## config.mk

```make
export PLATFORM = sky130hd
export DESIGN_NAME = wofd_detector
export DESIGN_NICKNAME = d
export VERILOG_FILES = /design/src/hw/wofd_pkg.sv /design/src/hw/wofd_detector.sv /design/src/hw/wofd_edge_sync.sv
export SDC_FILE = /design/constraint.sdc
export NUM_CORES = 1
export LEC_CHECK = 0
export BUFFER_PORTS_ARGS = -buffer_cell sky130_fd_sc_hd__buf_2
export CAP_MARGIN = 40
export CELL_PAD_IN_SITES_DETAIL_PLACEMENT = 1
export CELL_PAD_IN_SITES_GLOBAL_PLACEMENT = 1
export CORE_AREA = 10 10 72 74
export DETAILED_ROUTE_END_ITERATION = 10
export DIE_AREA = 0 0 82 84
export PLACE_DENSITY_LB_ADDON = 0.3
export SYNTH_ARGS = -nofsm -noshare
export SYNTH_HDL_FRONTEND = slang
export SYNTH_HIERARCHICAL = 1
export SYNTH_SLANG_ARGS = --single-unit
```

## constraint.sdc

```tcl
create_clock -name sys_clk -period 1.8 [get_ports sys_clk]
set_input_delay 0.09 -clock sys_clk [delete_from_list [all_inputs] [get_ports sys_clk]]
set_output_delay 0.09 -clock sys_clk [all_outputs]
set_load 0.05 [all_outputs]
```

## src/hw/wofd_pkg.sv

```systemverilog
`default_nettype none
package wofd_pkg;
    // Oscillator select codes
    localparam logic [1:0] WOFD_SEL_PRIMARY  = 2'h0;
    localparam logic [1:0] WOFD_SEL_WDT      = 2'h1;
    localparam logic [1:0] WOFD_SEL_EXTERNAL = 2'h2;
    localparam logic [1:0] WOFD_SEL_CRYSTAL  = 2'h3;
    // Control register fields
    localparam int         WOFD_BIT_PRI_EN   = 7;
    localparam int         WOFD_BIT_WDT_EN   = 6;
    localparam int         WOFD_BIT_EXT_EN   = 5;
    localparam int         WOFD_BIT_PFD_EN   = 4;
    localparam int         WOFD_BIT_WFD_EN   = 3;
    localparam int         WOFD_SEL_LSB      = 0;
    localparam logic [7:0] WOFD_CTL_RESET    = 8'hA0;
    // Unlock sequence
    localparam logic [7:0] WOFD_UNLOCK_1     = 8'hE7;
    localparam logic [7:0] WOFD_UNLOCK_2     = 8'h18;
    // Failure timeout in system clock cycles
    localparam int         WOFD_TIMEOUT      = 8004;
    localparam int         WOFD_CNT_W        = 13;
    localparam logic [WOFD_CNT_W-1:0] WOFD_TIMEOUT_CNT = WOFD_CNT_W'(WOFD_TIMEOUT);
    localparam logic [WOFD_CNT_W-1:0] WOFD_CNT_ZERO    = 13'h0000;
    localparam logic [WOFD_CNT_W-1:0] WOFD_CNT_ONE     = 13'h0001;
    typedef enum logic [1:0] {WOFD_LOCKED, WOFD_HALF, WOFD_OPEN} wofd_lock_t;
endpackage
`default_nettype wire

```

## src/hw/wofd_detector.sv

```systemverilog
`timescale 1ns/1ns
`default_nettype none
module wofd_detector
    import wofd_pkg::*;
(
    input  wire logic       sys_clk,
    input  wire logic       reset,
    input  wire logic       por,
    input  wire logic       wdt_osc_clk,
    input  wire logic       primary_fail_in,
    input  wire logic       ctl_wr,
    input  wire logic [7:0] ctl_wdata,
    output var  logic [7:0] ctl_rdata,
    output var  logic       wdt_fail_nmi,
    output var  logic       wdt_failed,
    output var  logic       primary_fail_nmi,
    output var  logic [1:0] clk_select,
    output var  logic       device_halted
);
    logic [7:0]            ctl_reg;
    logic [7:0]            ctl_next;
    wofd_lock_t            lock_reg;
    wofd_lock_t            lock_next;
    logic [WOFD_CNT_W-1:0] cnt_reg;
    logic [WOFD_CNT_W-1:0] cnt_next;
    logic                  failed_reg;
    logic                  nmi_reg;
    logic                  pnmi_reg;
    logic                  halt_reg;
    logic                  pfail_s1_reg;
    logic                  pfail_s2_reg;
    logic                  wdt_edge;
    logic                  wdt_fail_detect_enable;
    logic                  primary_fail_detect_enable;
    logic                  all_off;
    logic                  timeout_hit;
    logic                  write_ok;
    logic [1:0]            sel_field;
    logic                  wdt_unusable;

    wofd_edge_sync u_sync
    (
        .sys_clk    (sys_clk),
        .reset      (reset),
        .async_in   (wdt_osc_clk),
        .edge_pulse (wdt_edge)
    );

    assign wdt_fail_detect_enable     = ctl_reg[WOFD_BIT_WFD_EN];
    assign primary_fail_detect_enable = ctl_reg[WOFD_BIT_PFD_EN];
    assign sel_field                  = ctl_reg[WOFD_SEL_LSB +: 2];
    // Detector blind when watchdog clock is selected or stopped
    assign wdt_unusable = !ctl_reg[WOFD_BIT_WDT_EN] || (sel_field == WOFD_SEL_WDT);
    // Unlock sequence then one write opens and relocks
    assign write_ok  = ctl_wr && (lock_reg == WOFD_OPEN);
    assign ctl_next  = write_ok ? ctl_wdata : ctl_reg;
    always_comb
    begin
        lock_next = lock_reg;
        if (ctl_wr)
        begin
            case (lock_reg)
                WOFD_LOCKED: lock_next = (ctl_wdata == WOFD_UNLOCK_1) ? WOFD_HALF : WOFD_LOCKED;
                WOFD_HALF:   lock_next = (ctl_wdata == WOFD_UNLOCK_2) ? WOFD_OPEN : WOFD_LOCKED;
                WOFD_OPEN:   lock_next = WOFD_LOCKED;
                default:     lock_next = WOFD_LOCKED;
            endcase
        end
    end
    // Count system clocks, restart on watchdog edge or when disabled
    assign timeout_hit = (cnt_reg == WOFD_TIMEOUT_CNT - WOFD_CNT_ONE) && !wdt_edge;
    assign cnt_next    = (!wdt_fail_detect_enable || wdt_edge || failed_reg) ? WOFD_CNT_ZERO
                       : cnt_reg + WOFD_CNT_ONE;
    // Primary, watchdog and external sources and both detections disabled (crystal has no enable bit)
    assign all_off = !ctl_reg[WOFD_BIT_PRI_EN] && !ctl_reg[WOFD_BIT_WDT_EN]
                   && !ctl_reg[WOFD_BIT_EXT_EN] && !wdt_fail_detect_enable
                   && !primary_fail_detect_enable;

    always_ff @(posedge sys_clk)
    begin
        if (reset)
        begin
            ctl_reg      <= WOFD_CTL_RESET;
            lock_reg     <= WOFD_LOCKED;
            cnt_reg      <= WOFD_CNT_ZERO;
            failed_reg   <= 1'b0;
            nmi_reg      <= 1'b0;
            pnmi_reg     <= 1'b0;
            pfail_s1_reg <= 1'b0;
            pfail_s2_reg <= 1'b0;
        end
        else
        begin
            if (!halt_reg)
            begin
                ctl_reg  <= ctl_next;
                lock_reg <= lock_next;
            end
            cnt_reg      <= cnt_next;
            pfail_s1_reg <= primary_fail_in;
            pfail_s2_reg <= pfail_s1_reg;
            // Sticky failure, one-cycle alert
            nmi_reg      <= wdt_fail_detect_enable && !failed_reg && timeout_hit;
            if (wdt_fail_detect_enable && timeout_hit)
                failed_reg <= 1'b1;
            // Primary detection blocked once watchdog failed
            pnmi_reg     <= pfail_s2_reg && primary_fail_detect_enable && !failed_reg;
        end
    end
    // Only power-on reset leaves the halted state
    always_ff @(posedge sys_clk)
    begin
        if (por)
            halt_reg <= 1'b0;
        else if (all_off)
            halt_reg <= 1'b1;
    end
    always_ff @(posedge sys_clk)
    begin
        if (reset)
        begin
            ctl_rdata  <= WOFD_CTL_RESET;
            clk_select <= WOFD_SEL_PRIMARY;
        end
        else
        begin
            ctl_rdata  <= ctl_reg;
            // Selection follows software only, never the failure
            clk_select <= sel_field;
        end
    end
    assign wdt_fail_nmi     = nmi_reg;
    assign wdt_failed       = failed_reg;
    assign primary_fail_nmi = pnmi_reg;
    assign device_halted    = halt_reg;

    a_fail_after_timeout: assert property (@(posedge sys_clk) disable iff (reset)
        (wdt_fail_detect_enable && !failed_reg && timeout_hit) |=> wdt_fail_nmi)
        else $error("missing alert at timeout");
    a_no_early_fail: assert property (@(posedge sys_clk) disable iff (reset)
        $rose(failed_reg) |-> $past(cnt_reg) == WOFD_TIMEOUT_CNT - WOFD_CNT_ONE)
        else $error("failure declared early");
    a_alert_once: assert property (@(posedge sys_clk) disable iff (reset)
        wdt_fail_nmi |=> !wdt_fail_nmi)
        else $error("alert longer than one cycle");
    a_edge_restart: assert property (@(posedge sys_clk) disable iff (reset)
        wdt_edge |=> cnt_reg == WOFD_CNT_ZERO)
        else $error("counter not restarted");
    a_select_kept: assert property (@(posedge sys_clk) disable iff (reset)
        ($rose(failed_reg) && $stable(ctl_reg)) |=> $stable(clk_select))
        else $error("clock select moved on failure");
    a_primary_blocked: assert property (@(posedge sys_clk) disable iff (reset)
        failed_reg |=> !primary_fail_nmi)
        else $error("primary alert after watchdog failure");
    a_locked_write: assert property (@(posedge sys_clk) disable iff (reset)
        (ctl_wr && lock_reg != WOFD_OPEN) |=> ctl_reg == $past(ctl_reg))
        else $error("write accepted while locked");
    a_relock: assert property (@(posedge sys_clk) disable iff (reset)
        write_ok && !halt_reg |=> lock_reg == WOFD_LOCKED ##1 ctl_rdata == $past(ctl_reg))
        else $error("no relock after write");
    a_halt_sticky: assert property (@(posedge sys_clk)
        (halt_reg && !por) |=> halt_reg)
        else $error("halt left without power-on reset");
    a_disabled_idle: assert property (@(posedge sys_clk) disable iff (reset)
        !wdt_fail_detect_enable |=> cnt_reg == WOFD_CNT_ZERO)
        else $error("counter runs while disabled");
    c_fail: cover property (@(posedge sys_clk) disable iff (reset) wdt_fail_nmi);
    c_unlock: cover property (@(posedge sys_clk) disable iff (reset) write_ok);
    c_halt: cover property (@(posedge sys_clk) $rose(halt_reg));
    c_pfail: cover property (@(posedge sys_clk) disable iff (reset) primary_fail_nmi);
    c_blind: cover property (@(posedge sys_clk) disable iff (reset)
        wdt_unusable && wdt_fail_detect_enable);
    a_fail_sticky: assert property (@(posedge sys_clk) disable iff (reset)
        failed_reg |=> failed_reg)
        else $error("failure flag dropped");
    a_count_step: assert property (@(posedge sys_clk) disable iff (reset)
        (wdt_fail_detect_enable && !wdt_edge && !failed_reg) |=> cnt_reg == $past(cnt_reg) + WOFD_CNT_ONE)
        else $error("counter did not advance");
    a_no_alert_off: assert property (@(posedge sys_clk) disable iff (reset)
        !wdt_fail_detect_enable |=> !wdt_fail_nmi)
        else $error("alert while detection disabled");
    a_pfail_pass: assert property (@(posedge sys_clk) disable iff (reset)
        (pfail_s2_reg && primary_fail_detect_enable && !failed_reg) |=> primary_fail_nmi)
        else $error("primary alert missing");
    a_pfail_idle: assert property (@(posedge sys_clk) disable iff (reset)
        !pfail_s2_reg |=> !primary_fail_nmi)
        else $error("primary alert without failure");
    a_halt_entry: assert property (@(posedge sys_clk)
        (all_off && !por) |=> device_halted)
        else $error("no halt with everything disabled");
    a_halt_clear: assert property (@(posedge sys_clk)
        por |=> !device_halted)
        else $error("power-on reset did not clear halt");
    a_halt_freeze: assert property (@(posedge sys_clk) disable iff (reset)
        halt_reg |=> ctl_reg == $past(ctl_reg))
        else $error("control changed while halted");
    a_key_first: assert property (@(posedge sys_clk) disable iff (reset)
        (ctl_wr && !halt_reg && lock_reg == WOFD_LOCKED && ctl_wdata == WOFD_UNLOCK_1)
        |=> lock_reg == WOFD_HALF)
        else $error("first key not taken");
    a_key_second: assert property (@(posedge sys_clk) disable iff (reset)
        (ctl_wr && !halt_reg && lock_reg == WOFD_HALF && ctl_wdata == WOFD_UNLOCK_2)
        |=> lock_reg == WOFD_OPEN)
        else $error("second key not taken");
    a_key_wrong: assert property (@(posedge sys_clk) disable iff (reset)
        (ctl_wr && !halt_reg && lock_reg == WOFD_HALF && ctl_wdata != WOFD_UNLOCK_2)
        |=> lock_reg == WOFD_LOCKED)
        else $error("wrong key did not relock");
    a_write_lands: assert property (@(posedge sys_clk) disable iff (reset)
        (write_ok && !halt_reg) |=> ctl_reg == $past(ctl_wdata))
        else $error("unlocked write lost");
    a_rdata_follow: assert property (@(posedge sys_clk) disable iff (reset)
        1'b1 |=> ctl_rdata == $past(ctl_reg))
        else $error("read copy out of step");
endmodule
`default_nettype wire

```

## src/hw/wofd_edge_sync.sv

```systemverilog
`timescale 1ns/1ns
`default_nettype none
module wofd_edge_sync
(
    input  wire logic sys_clk,
    input  wire logic reset,
    input  wire logic async_in,
    output var  logic edge_pulse
);
    logic sync1_reg;
    logic sync2_reg;
    logic prev_reg;
    // Two-stage synchroniser then rising edge detect
    always_ff @(posedge sys_clk)
    begin
        if (reset)
        begin
            sync1_reg <= 1'b0;
            sync2_reg <= 1'b0;
            prev_reg  <= 1'b0;
        end
        else
        begin
            sync1_reg <= async_in;
            sync2_reg <= sync1_reg;
            prev_reg  <= sync2_reg;
        end
    end
    assign edge_pulse = sync2_reg & ~prev_reg;
endmodule
`default_nettype wire

```

# After elaboration in Yosys (flattened, before gate mapping)
# Cells that the tools add are included.
# classes
addsub	1
mul	0
div_mod_pow	0
n_lt_le_gt_ge	0
n_eq_ne	5
shifts	0
mux	3
n_bitwise	3
reduce_logical	24
# op_table
cell	n
$add A13 B1 Y13 const B	1
$eq A13 B13 Y1 const B	1
$logic_and A1 B1 Y1	11
$eq A8 B5 Y1 const B	1
$eq A8 B8 Y1 const B	1
$logic_not A1 Y1	7
$pmux W2 S2	1
$reduce_and A2 Y1	2
$eq A2 B1 Y1 const B	1
$eq A2 B2 Y1 const B	1
$logic_not A2 Y1	1
$logic_or A1 B1 Y1	2
$mux W2	1
$not A1 Y1	2
$reduce_or A2 Y1	1
$and A1 B1 Y1	1
$mux W1	1
# totals
ff_bits	42
latchBits	0
mem_bits_rw	0
rom_bits	0
in_bits	14
output_inout_bits	14
n_memories	0

# Longest topological paths before layout
# Gate-level depths: netlist of the first run.
# logic_depth
depth_word	5
depth_mapped	4
ltp_nobuf	4

# Hierarchy
# The synthesis of the first run kept the hierarchy.
# by_module_without_submodules
mod	n_inst	cells_each	area_per_inst_um2	seq_area_each_um2
wofd_detector	1	145	1413.9	740.7
wofd_edge_sync	1	7	87.6	60.1

# Least setup slack after synthesis of the first run
# No wires, ideal clock.
# synth_timing
path_kind	register to register
start	register halt_reg, in the netlist device_halted
end	register lock_reg[0]
setup_ns	0.071
t_arrival_ns	1.489
path_slack_ns	0.239
stages_incl_launch_ff	4
path_cell_list	dfxtp_1 > or3b_1 > or4_1 > a21oi_1
# synth_via
elab_chain_len	2
# synth_rtl
item	line	source
start: declaration	wofd_detector.sv:29	logic halt_reg;
start signal: assignment	wofd_detector.sv:114	halt_reg <= 1'b0;
start signal: assignment	wofd_detector.sv:116	halt_reg <= 1'b1;
$not A1 Y1 (no source line)	-	
$reduce_and A2 Y1 (no source line)	-	
end signal: assignment	wofd_detector.sv:97	lock_reg <= lock_next;
end: declaration	wofd_detector.sv:22	wofd_lock_t lock_reg;
# No other way between the ends.
# A chain may end at the register's enable or synchronous reset.

# Worst setup path after layout of the first run
# layout_timing
start	register cnt_reg[2]
end	register failed_reg, in the netlist wdt_failed
# layout_via
elab_chain_len	3
# layout_rtl
item	line	source
start: declaration	wofd_detector.sv:24	logic [WOFD_CNT_W-1:0] cnt_reg;
start signal: assignment	wofd_detector.sv:99	cnt_reg <= cnt_next;
$eq A13 B13 Y1	wofd_detector.sv:71	assign timeout_hit = (cnt_reg == WOFD_TIMEOUT_CNT - WOFD_CNT_ONE) && !wdt_edge;
$logic_and A1 B1 Y1	wofd_detector.sv:71	
$logic_and A1 B1 Y1	wofd_detector.sv:104	if (wdt_fail_detect_enable && timeout_hit)
end signal: assignment	wofd_detector.sv:86	failed_reg <= 1'b0;
end signal: assignment	wofd_detector.sv:105	failed_reg <= 1'b1;
end: declaration	wofd_detector.sv:26	logic failed_reg;
# No other way between the ends.

==> run summary, run 1 <==
After detailed routing, the average wire length per cell comes to 13.84 um. The leakage power summed over all cells is 0.6512 nW. The clock period minus worst slack is 1.586 ns.

In this run the vertical extent of the chip is 84 um. Clock tree synthesis found a total of 40 sinks. The share of synthesized flip-flops with an asynchronous set or reset was 0%.

For this run, the number of Yosys warnings is 6. The tools report the number of nets in the layout as 198. The total congestion overflow is 0, and the count of fill cells added during filler insertion is 447. The first routing iteration left 51 violations. Number of non-filler instances in the completed layout: 234. The reported max-cap violation count is 0, and the last weighted congestion value of the routability-driven placer is 0.7472. The post-route netlist has 24.46% of its cells at a drive strength greater than 1. Global routing consumed, over all layers together, 10.17% of the routing resources. The clock passes through at most 2 buffers. The worst-margin pin slew is 0.4614 ns. The tools report the data arrival time of the worst path as 1.82 ns. Based on the critical path, the design can be clocked at up to 630.6 MHz. Counting flops with a built-in enable in the synthesized netlist gives 0. Entering global routing, the biggest net connects 27 pins.

In the finished design, the share of the clock period the worst path needs comes to 88.10%. When the netlist entered floorplanning its net count stood at 167. The logs give 38.94% for the effective utilization at floorplan and 225 for the number of cells in the design after placement. Gates resized during post-CTS repair numbered 0. The worst setup path is launched from a flop.

The die covers 6888 um^2. The clock tree synthesis step divided the H-tree into 2 levels. The logs give 34 for the number of distinct library cells after synthesis and 0 for the number of failing hold endpoints at the final stage. For the initial antenna violation count, the log shows 0. The synthesized area per cell is 9.878 um^2. In this run the cell area of the synthesized design comes to 1501 um^2. The first global-routing pass estimated 5595 um of wire.

TritonCTS built the clock tree. The type of the most critical hold path is in2reg. The register with the most flip-flops in the layout has 13 of them.

Setup repair after global routing left no endpoint under its margin. The routed layout has 1162 vias. Measured along the x axis, the die boundary spans 82 um. The row count was 23; the power density relative to cell area was 906.9 nW/um^2. The max-slew violation count is 0, and the count of port buffers added during placement is 27. The overall power after layout is 1.645 mW, and the worst slew slack as a fraction of its limit is 69.24%.

Synthesis inferred 40 register bits. Setup violations remaining at the end of the flow were counted as 0. The tools report the core region area as 3856 um^2. In the routed layout, each cell is associated on average with a via count of 4.966. Category of the most critical setup path: reg2reg.

The master cell of the clock root buffer was clkbuf_8. The antenna diode count was 0. The run gives 4 as the first-pass iteration count of the detailed router. Along the worst path, the maximum fanout reaches 6. The cell at the slowest stage of the critical path is or4b_1.

The critical hold path startpoint is wdt_osc_clk. For this run, the slowest stage of the critical path takes 0.52 ns. Synthesis handed over a netlist of 152 instances.

The number of setup buffers added after CTS is 0. The tools report the hold-fix buffer count after cts as 1. The detail route stage leaves a number of antenna-violating nets equal to 0.

For the remaining routing DRC violations, the log shows 0. The setup TNS after final layout came out at 0 ns. The required time of the worst setup path is 2.03 ns. The most used flip-flop cell after synthesis is dfxtp_1. The area overhead of the layout relative to synthesis was 20.83%.

Clock tree synthesis inserted a total of 5 buffers. The clock transition at the registers of the reported paths works out to 0.08 ns. The run finished with clean final reports. The share of the Yosys chip area taken by registers is 53.33%.

Detailed placement ended at an HPWL of 2423 um. The tools report the kind of capture point of the worst setup path as a flop. IR analysis of the VDD net gives a maximum drop of 0.0004878 V. The tools report the clock latency on the worst-skew pair as 0.29 ns. For this block, the routed nets add up to 3238 um of wire. The worst register-to-register path begins at cnt_reg[2]$_SDFF_PP0_. Number of global-route vias before repair: 1248.

Tracing the worst setup path back leads to its startpoint at cnt_reg[2]$_SDFF_PP0_. The run gives 0.005094 ns as the post-route clock skew. Traced cell by cell, the critical path runs through or4b_1 > or4_4 > a21oi_2.

28 I/O pins were placed.
-- cells in the final DEF (no fill, tap or decap) --
master and n:
nand4b_1 1, ha_1 1, nand2_1 8, a211o_1 2, buf_2 27, a21oi_2 1, nor3_1 2, buf_4 3
or4b_1 3, nand2b_1 1, nand4_1 3, clkinv_2 1, or3_1 4, nor2b_2 1, nand3_1 5, dlygate4sd3_1 1
or3b_1 1, nor2b_1 13, bufinv_16 1, inv_1 3, dfxtp_1 40, mux2i_1 6, xor2_1 2, o21ai_0 4
nor4b_1 1, nor2_1 14, or2_2 2, nor4bb_2 1, o31ai_1 4, nand4bb_1 1, clkbuf_8 5, a21oi_1 11
nand3b_1 1, nor3_2 1, clkinvlp_4 1, nor4bb_1 1, or4_1 5, xnor2_1 1, or4_4 1
-- cells in the mapped netlist, types with 3 or more instances --
| master | instances | area share [%] |
|---|---|---|
| dfxtp_1 | 40 | 53 |
| nor2_1 | 14 | 3.5 |
| nor2b_1 | 13 | 5.4 |
| a21oi_1 | 11 | 3.7 |
| nand2_1 | 8 | 2.0 |
| mux2i_1 | 6 | 4.0 |
| nand3_1 | 5 | 1.7 |
| or4_1 | 5 | 2.5 |
| clkbuf_1 | 4 | 1.0 |
| o21ai_0 | 4 | 1.3 |
| o31ai_1 | 4 | 2.0 |
| or3_1 | 4 | 1.7 |
| inv_1 | 3 | 0.75 |
| nand4_1 | 3 | 1.3 |
| or4b_1 | 3 | 2.0 |
-- final timing paths --
kind / endpoint / slack [ns] / depth (start not counted)
setup / recovery: wdt_failed$_SDFFE_PP0P_ / 0.21 / 3
hold / removal: u_sync/sync1_reg$_SDFF_PP0_ / 0.02 / 2
setup reg to reg: wdt_failed$_SDFFE_PP0P_ / 0.21 / 3
hold reg to reg: u_sync/sync2_reg$_SDFF_PP0_ / 0.44 / 1
-- power breakdown --
part / leakage (nW) / internal, mW / total, mW / switching (mW)
logic: 0.274 / 0.0210 / 0.0438 / 0.0228
clock network: 0.0541 / 0.410 / 0.712 / 0.302
registers: 0.323 / 0.889 / 0.890 / 0.00119
total: 0.651 / 1.32 / 1.65 / 0.326
-- final cells by class --
class	instances	area [um^2]	area share, %
Sequential cell	40	800.8	44.14
Tap cell	50	62.56	3.448
Timing Repair Buffer	31	167.7	9.241
Clock inverter	3	42.54	2.345
Inverter	3	11.26	0.6207
Clock buffer	5	68.82	3.793
Multi-Input combinational cell	102	660.6	36.41
-- metal layers --
layer | part of all wire (%) | up-vias | track usage [%]
li1 | - | 597 | -
met1 | 46 | 541 | 12.28
met2 | 47 | 20 | 15.19
met3 | 5.1 | 4 | 3.772
met4 | 1.5 | 0 | 5.108
met5 | 0 | - | 0
-- critical path: cells and delay by family (launching register included) --
kind            cells  cell delay (ns)
simple gates        2             1.03
flops               1             0.36
compound gates      1             0.14
-- kinds of logic (layout without fill, tap and decap cells) --
logic type	Yosys count	after routing	synth area share, %
AO/OA/AOI/OAI	22	22	8.750
XOR/XNOR	3	3	1.750
buffers and inverters	10	42	3.082
multiplexers	6	6	4.000
AND/OR/NAND/NOR	70	70	28.25
flip-flops	40	40	53.33
adder cells (fa/ha/maj)	1	1	0.8332
-- metrics by stage --
| stage | cell area, um^2 | hold slack (ns) | utilization [%] | setup WS, ns |
|---|---|---|---|---|
| 2_1_floorplan | 1501 | 0.1616 | - | 0.2392 |
| 3_3_place_gp | 1693 | 0.2489 | 43.90 | 0.2570 |
| 3_5_place_dp | 1693 | 0.2549 | 43.90 | 0.2130 |
| 4_1_cts | 1814 | 0.003819 | 47.05 | 0.1990 |
| 5_1_grt | 1814 | 0.01511 | 47.05 | 0.1377 |
| 6_report | 1814 | 0.01519 | 47.05 | 0.2142 |
No activity file was read; power rests on OpenSTA's default activity.
==> run 2, diff against run 1 <==
--- a/config.mk
+++ b/config.mk
@@ -12,7 +12,7 @@
 export CORE_AREA = 10 10 72 74
 export DETAILED_ROUTE_END_ITERATION = 10
 export DIE_AREA = 0 0 82 84
-export PLACE_DENSITY_LB_ADDON = 0.3
+export PLACE_DENSITY_LB_ADDON = 0.1
 export SYNTH_ARGS = -nofsm -noshare
 export SYNTH_HDL_FRONTEND = slang
 export SYNTH_HIERARCHICAL = 1
==> run 2 against run 1 <==
Via count up 3.5%. First-iteration DRC count up 2.0%. Non-clock buffer count unchanged. Register-to-register slack about the same. Core utilization down 0.097 points. Fmax up 0.73%. Clock skew about the same. Sequential cell count unchanged. Sequential share of layout area up 0.091 points. Clock power about the same. Worst hold slack about the same. Clock-buffer cell count up 1.
==> run summary, run 2 (synthesis gave the netlist of run 1 again) <==
Remaining routing DRC violations: 0. The tools report the part of the total power dissipated in combinational logic as 2.7%. The library cells used most frequently in the layout, excluding fill and tap cells, are 40 x dfxtp_1, 27 x buf_2, 14 x nor2_1. The commonest non-fill, non-tap cell in the layout was dfxtp_1. For the pin count of the biggest net entering global routing, the log shows 27. The wire length of the first global-routing pass is 5678 um. The x dimension of the die is 82 um. TritonCTS built the clock tree. In this run switching power makes up 19.76% of total power. Dividing the detail-routed wire length by the instance count gives 15.02 um.

The placed wire-length estimate is 2605 um, and the total track usage is 10.45%. The fraction of layout instances using a drive strength above 1 is 23.91%. From bottom edge to top edge, the die measures 84 um. For the TritonCTS buffer count, the log shows 5.

The floorplan step defined a die boundary enclosing 6888 um^2. The count of routing violations after the opening detailed-route iteration came out at 52. The repair_antennas step left the layout with diodes totalling 0. The H-tree was split into 2 levels.

For the post-route clock skew, the log shows 0.005242 ns. The initial antenna violation count is 0. The run gives 2.03 ns as the required time of the worst setup path. Counting the fill cells in the layout gives 436.

The internal portion of the total power is 1.321 mW. The category of the most critical setup path was reg2reg. Sequential cells burn 54.0% of the power.

Across the run, the number of max-cap violations was 0. For the I/O pin count, the log shows 28. After clock tree synthesis, the clock-pin slew on the worst setup and hold paths is 0.08 ns. The later pin in the worst-skew pair is clocked with a latency of 0.29 ns. Type of the most critical hold path: in2reg. In this run the clock root is driven by a clkbuf_8.

The power density relative to cell area was 909.5 nW/um^2; the number of failing hold endpoints at the final stage was 0. For the data arrival time of the worst path, the log shows 1.81 ns. The flow ran to the end, and the final reports show no timing, DRC or antenna violations.

The floorplan has 23 rows. The longest clock path from root to sink contains 2 buffers. The area overhead of the layout relative to synthesis is 20.58%, and the highest attainable clock frequency is 635.2 MHz. In this run the static leakage power is 0.6522 nW.

The number of global-route vias before repair was 1187; the portion of the clock cycle consumed by the worst path in the final layout was 87.46%. The clock drives 40 sinks. Number of buffers inserted by post-CTS setup repair: 0.

VDD sags by at most 0.0004700 V. The core region is 3856 um^2. The clock period could shrink to 1.574 ns. For this run the aggregate overflow at the end of global routing stands at 0. STA classifies the critical path startpoint as a flop. The worst setup path is captured at a flop. The number of vias in the routed layout came out at 1203.

Setup repair after global routing left no endpoint under its margin. Adding up every negative setup slack in the final design gives 0 ns. The first-pass iteration count of the detailed router is 4, and the switching power is 325.4 uW. The vias per cell was 5.141; the number of nets in the layout was 198. Once the floorplan was initialized, standard cells occupied 38.94% of the core.

The max-slew violation count is 0, and the worst-margin pin slew is 0.4640 ns. For this block, the routed nets add up to 3514 um of wire. In this run the remaining antenna-violating nets after routing total 0. Buffers placed on the I/O ports in this run total 27. Along the worst path, the maximum fanout reaches 6. The number of gates resized after CTS was 0. The run gives 1.647 mW as the overall power after layout.

The clock network burns 43.2% of the power. Setup violations remaining at the end of the flow were counted as 0. The number of flip-flops under the largest register name is 13, and the worst slew slack as a fraction of its limit is 69.07%. The last weighted congestion value of the routability-driven placer came out at 0.7160.
[run 2: repair_timing]
action / CTS / global route
endpoints found under the hold margin: 1 / 0
hold buffers: 1 / 0
endpoints found under the setup margin: 0 / 0
[run 2: worst paths after layout]
check	slack, ns	to	from	depth (start not counted)
worst max-delay path	0.23	wdt_failed$_SDFFE_PP0P_	cnt_reg[2]$_SDFF_PP0_	3
worst min-delay path	0.02	pfail_s1_reg$_SDFF_PP0_	primary_fail_in	2
worst max register to register	0.23	wdt_failed$_SDFFE_PP0P_	cnt_reg[2]$_SDFF_PP0_	3
worst min register to register	0.43	primary_fail_nmi$_SDFF_PP0_	pfail_s2_reg$_SDFF_PP0_	2
[run 2: final cells by class]
cell class	instances	area [um^2]	share of cell area [%]
Inverter	3	11.26	0.6220
Multi-Input combinational cell	102	660.6	36.49
Clock buffer	6	72.57	4.008
Tap cell	50	62.56	3.455
Clock inverter	2	35.03	1.935
Timing Repair Buffer	31	167.7	9.261
Sequential cell	40	800.8	44.23
[run 2: per-stage QoR]
stage / hold slack (ns) / util, % / instances / worst slack, ns / cell area [um^2]
6_report: 0.01531 / 46.95 / 234 / 0.2257 / 1810
5_1_grt: 0.02477 / 46.95 / 234 / 0.09836 / 1810
4_1_cts: 0.006866 / 46.95 / 234 / 0.2132 / 1810
3_5_place_dp: 0.2657 / 43.90 / 225 / 0.2364 / 1693
3_3_place_gp: 0.2486 / 43.90 / 225 / 0.2490 / 1693
2_1_floorplan: 0.1616 / - / 152 / 0.2392 / 1501
[run 2: power groups by stage]
stage / combinational [mW] / sequential (mW) / clock, mW
floorplan: 0.0161 / 0.910 / 0
global placement: 0.0409 / 0.911 / 0
detailed placement: 0.0428 / 0.911 / 0
CTS: 0.0446 / 0.890 / 0.741
global route: 0.0487 / 0.891 / 0.781
finish: 0.0448 / 0.890 / 0.712
[run 2: worst max-delay path, stage by stage (launching register included)]
cell     delay [ns]
dfxtp_1        0.37
or4b_1         0.51
or4_4          0.50
a21oi_2        0.14
[run 2: metal layers]
| metal | GRT usage, % | routed length, um | vias up | share of wire [%] |
|---|---|---|---|---|
| met5 | 0 | 0 | - | 0 |
| li1 | - | - | 595 | - |
| met4 | 4.334 | 36 | 0 | 1.0 |
| met2 | 15.91 | 1632 | 21 | 46 |
| met3 | 4.418 | 198 | 4 | 5.6 |
| met1 | 12.40 | 1646 | 583 | 47 |
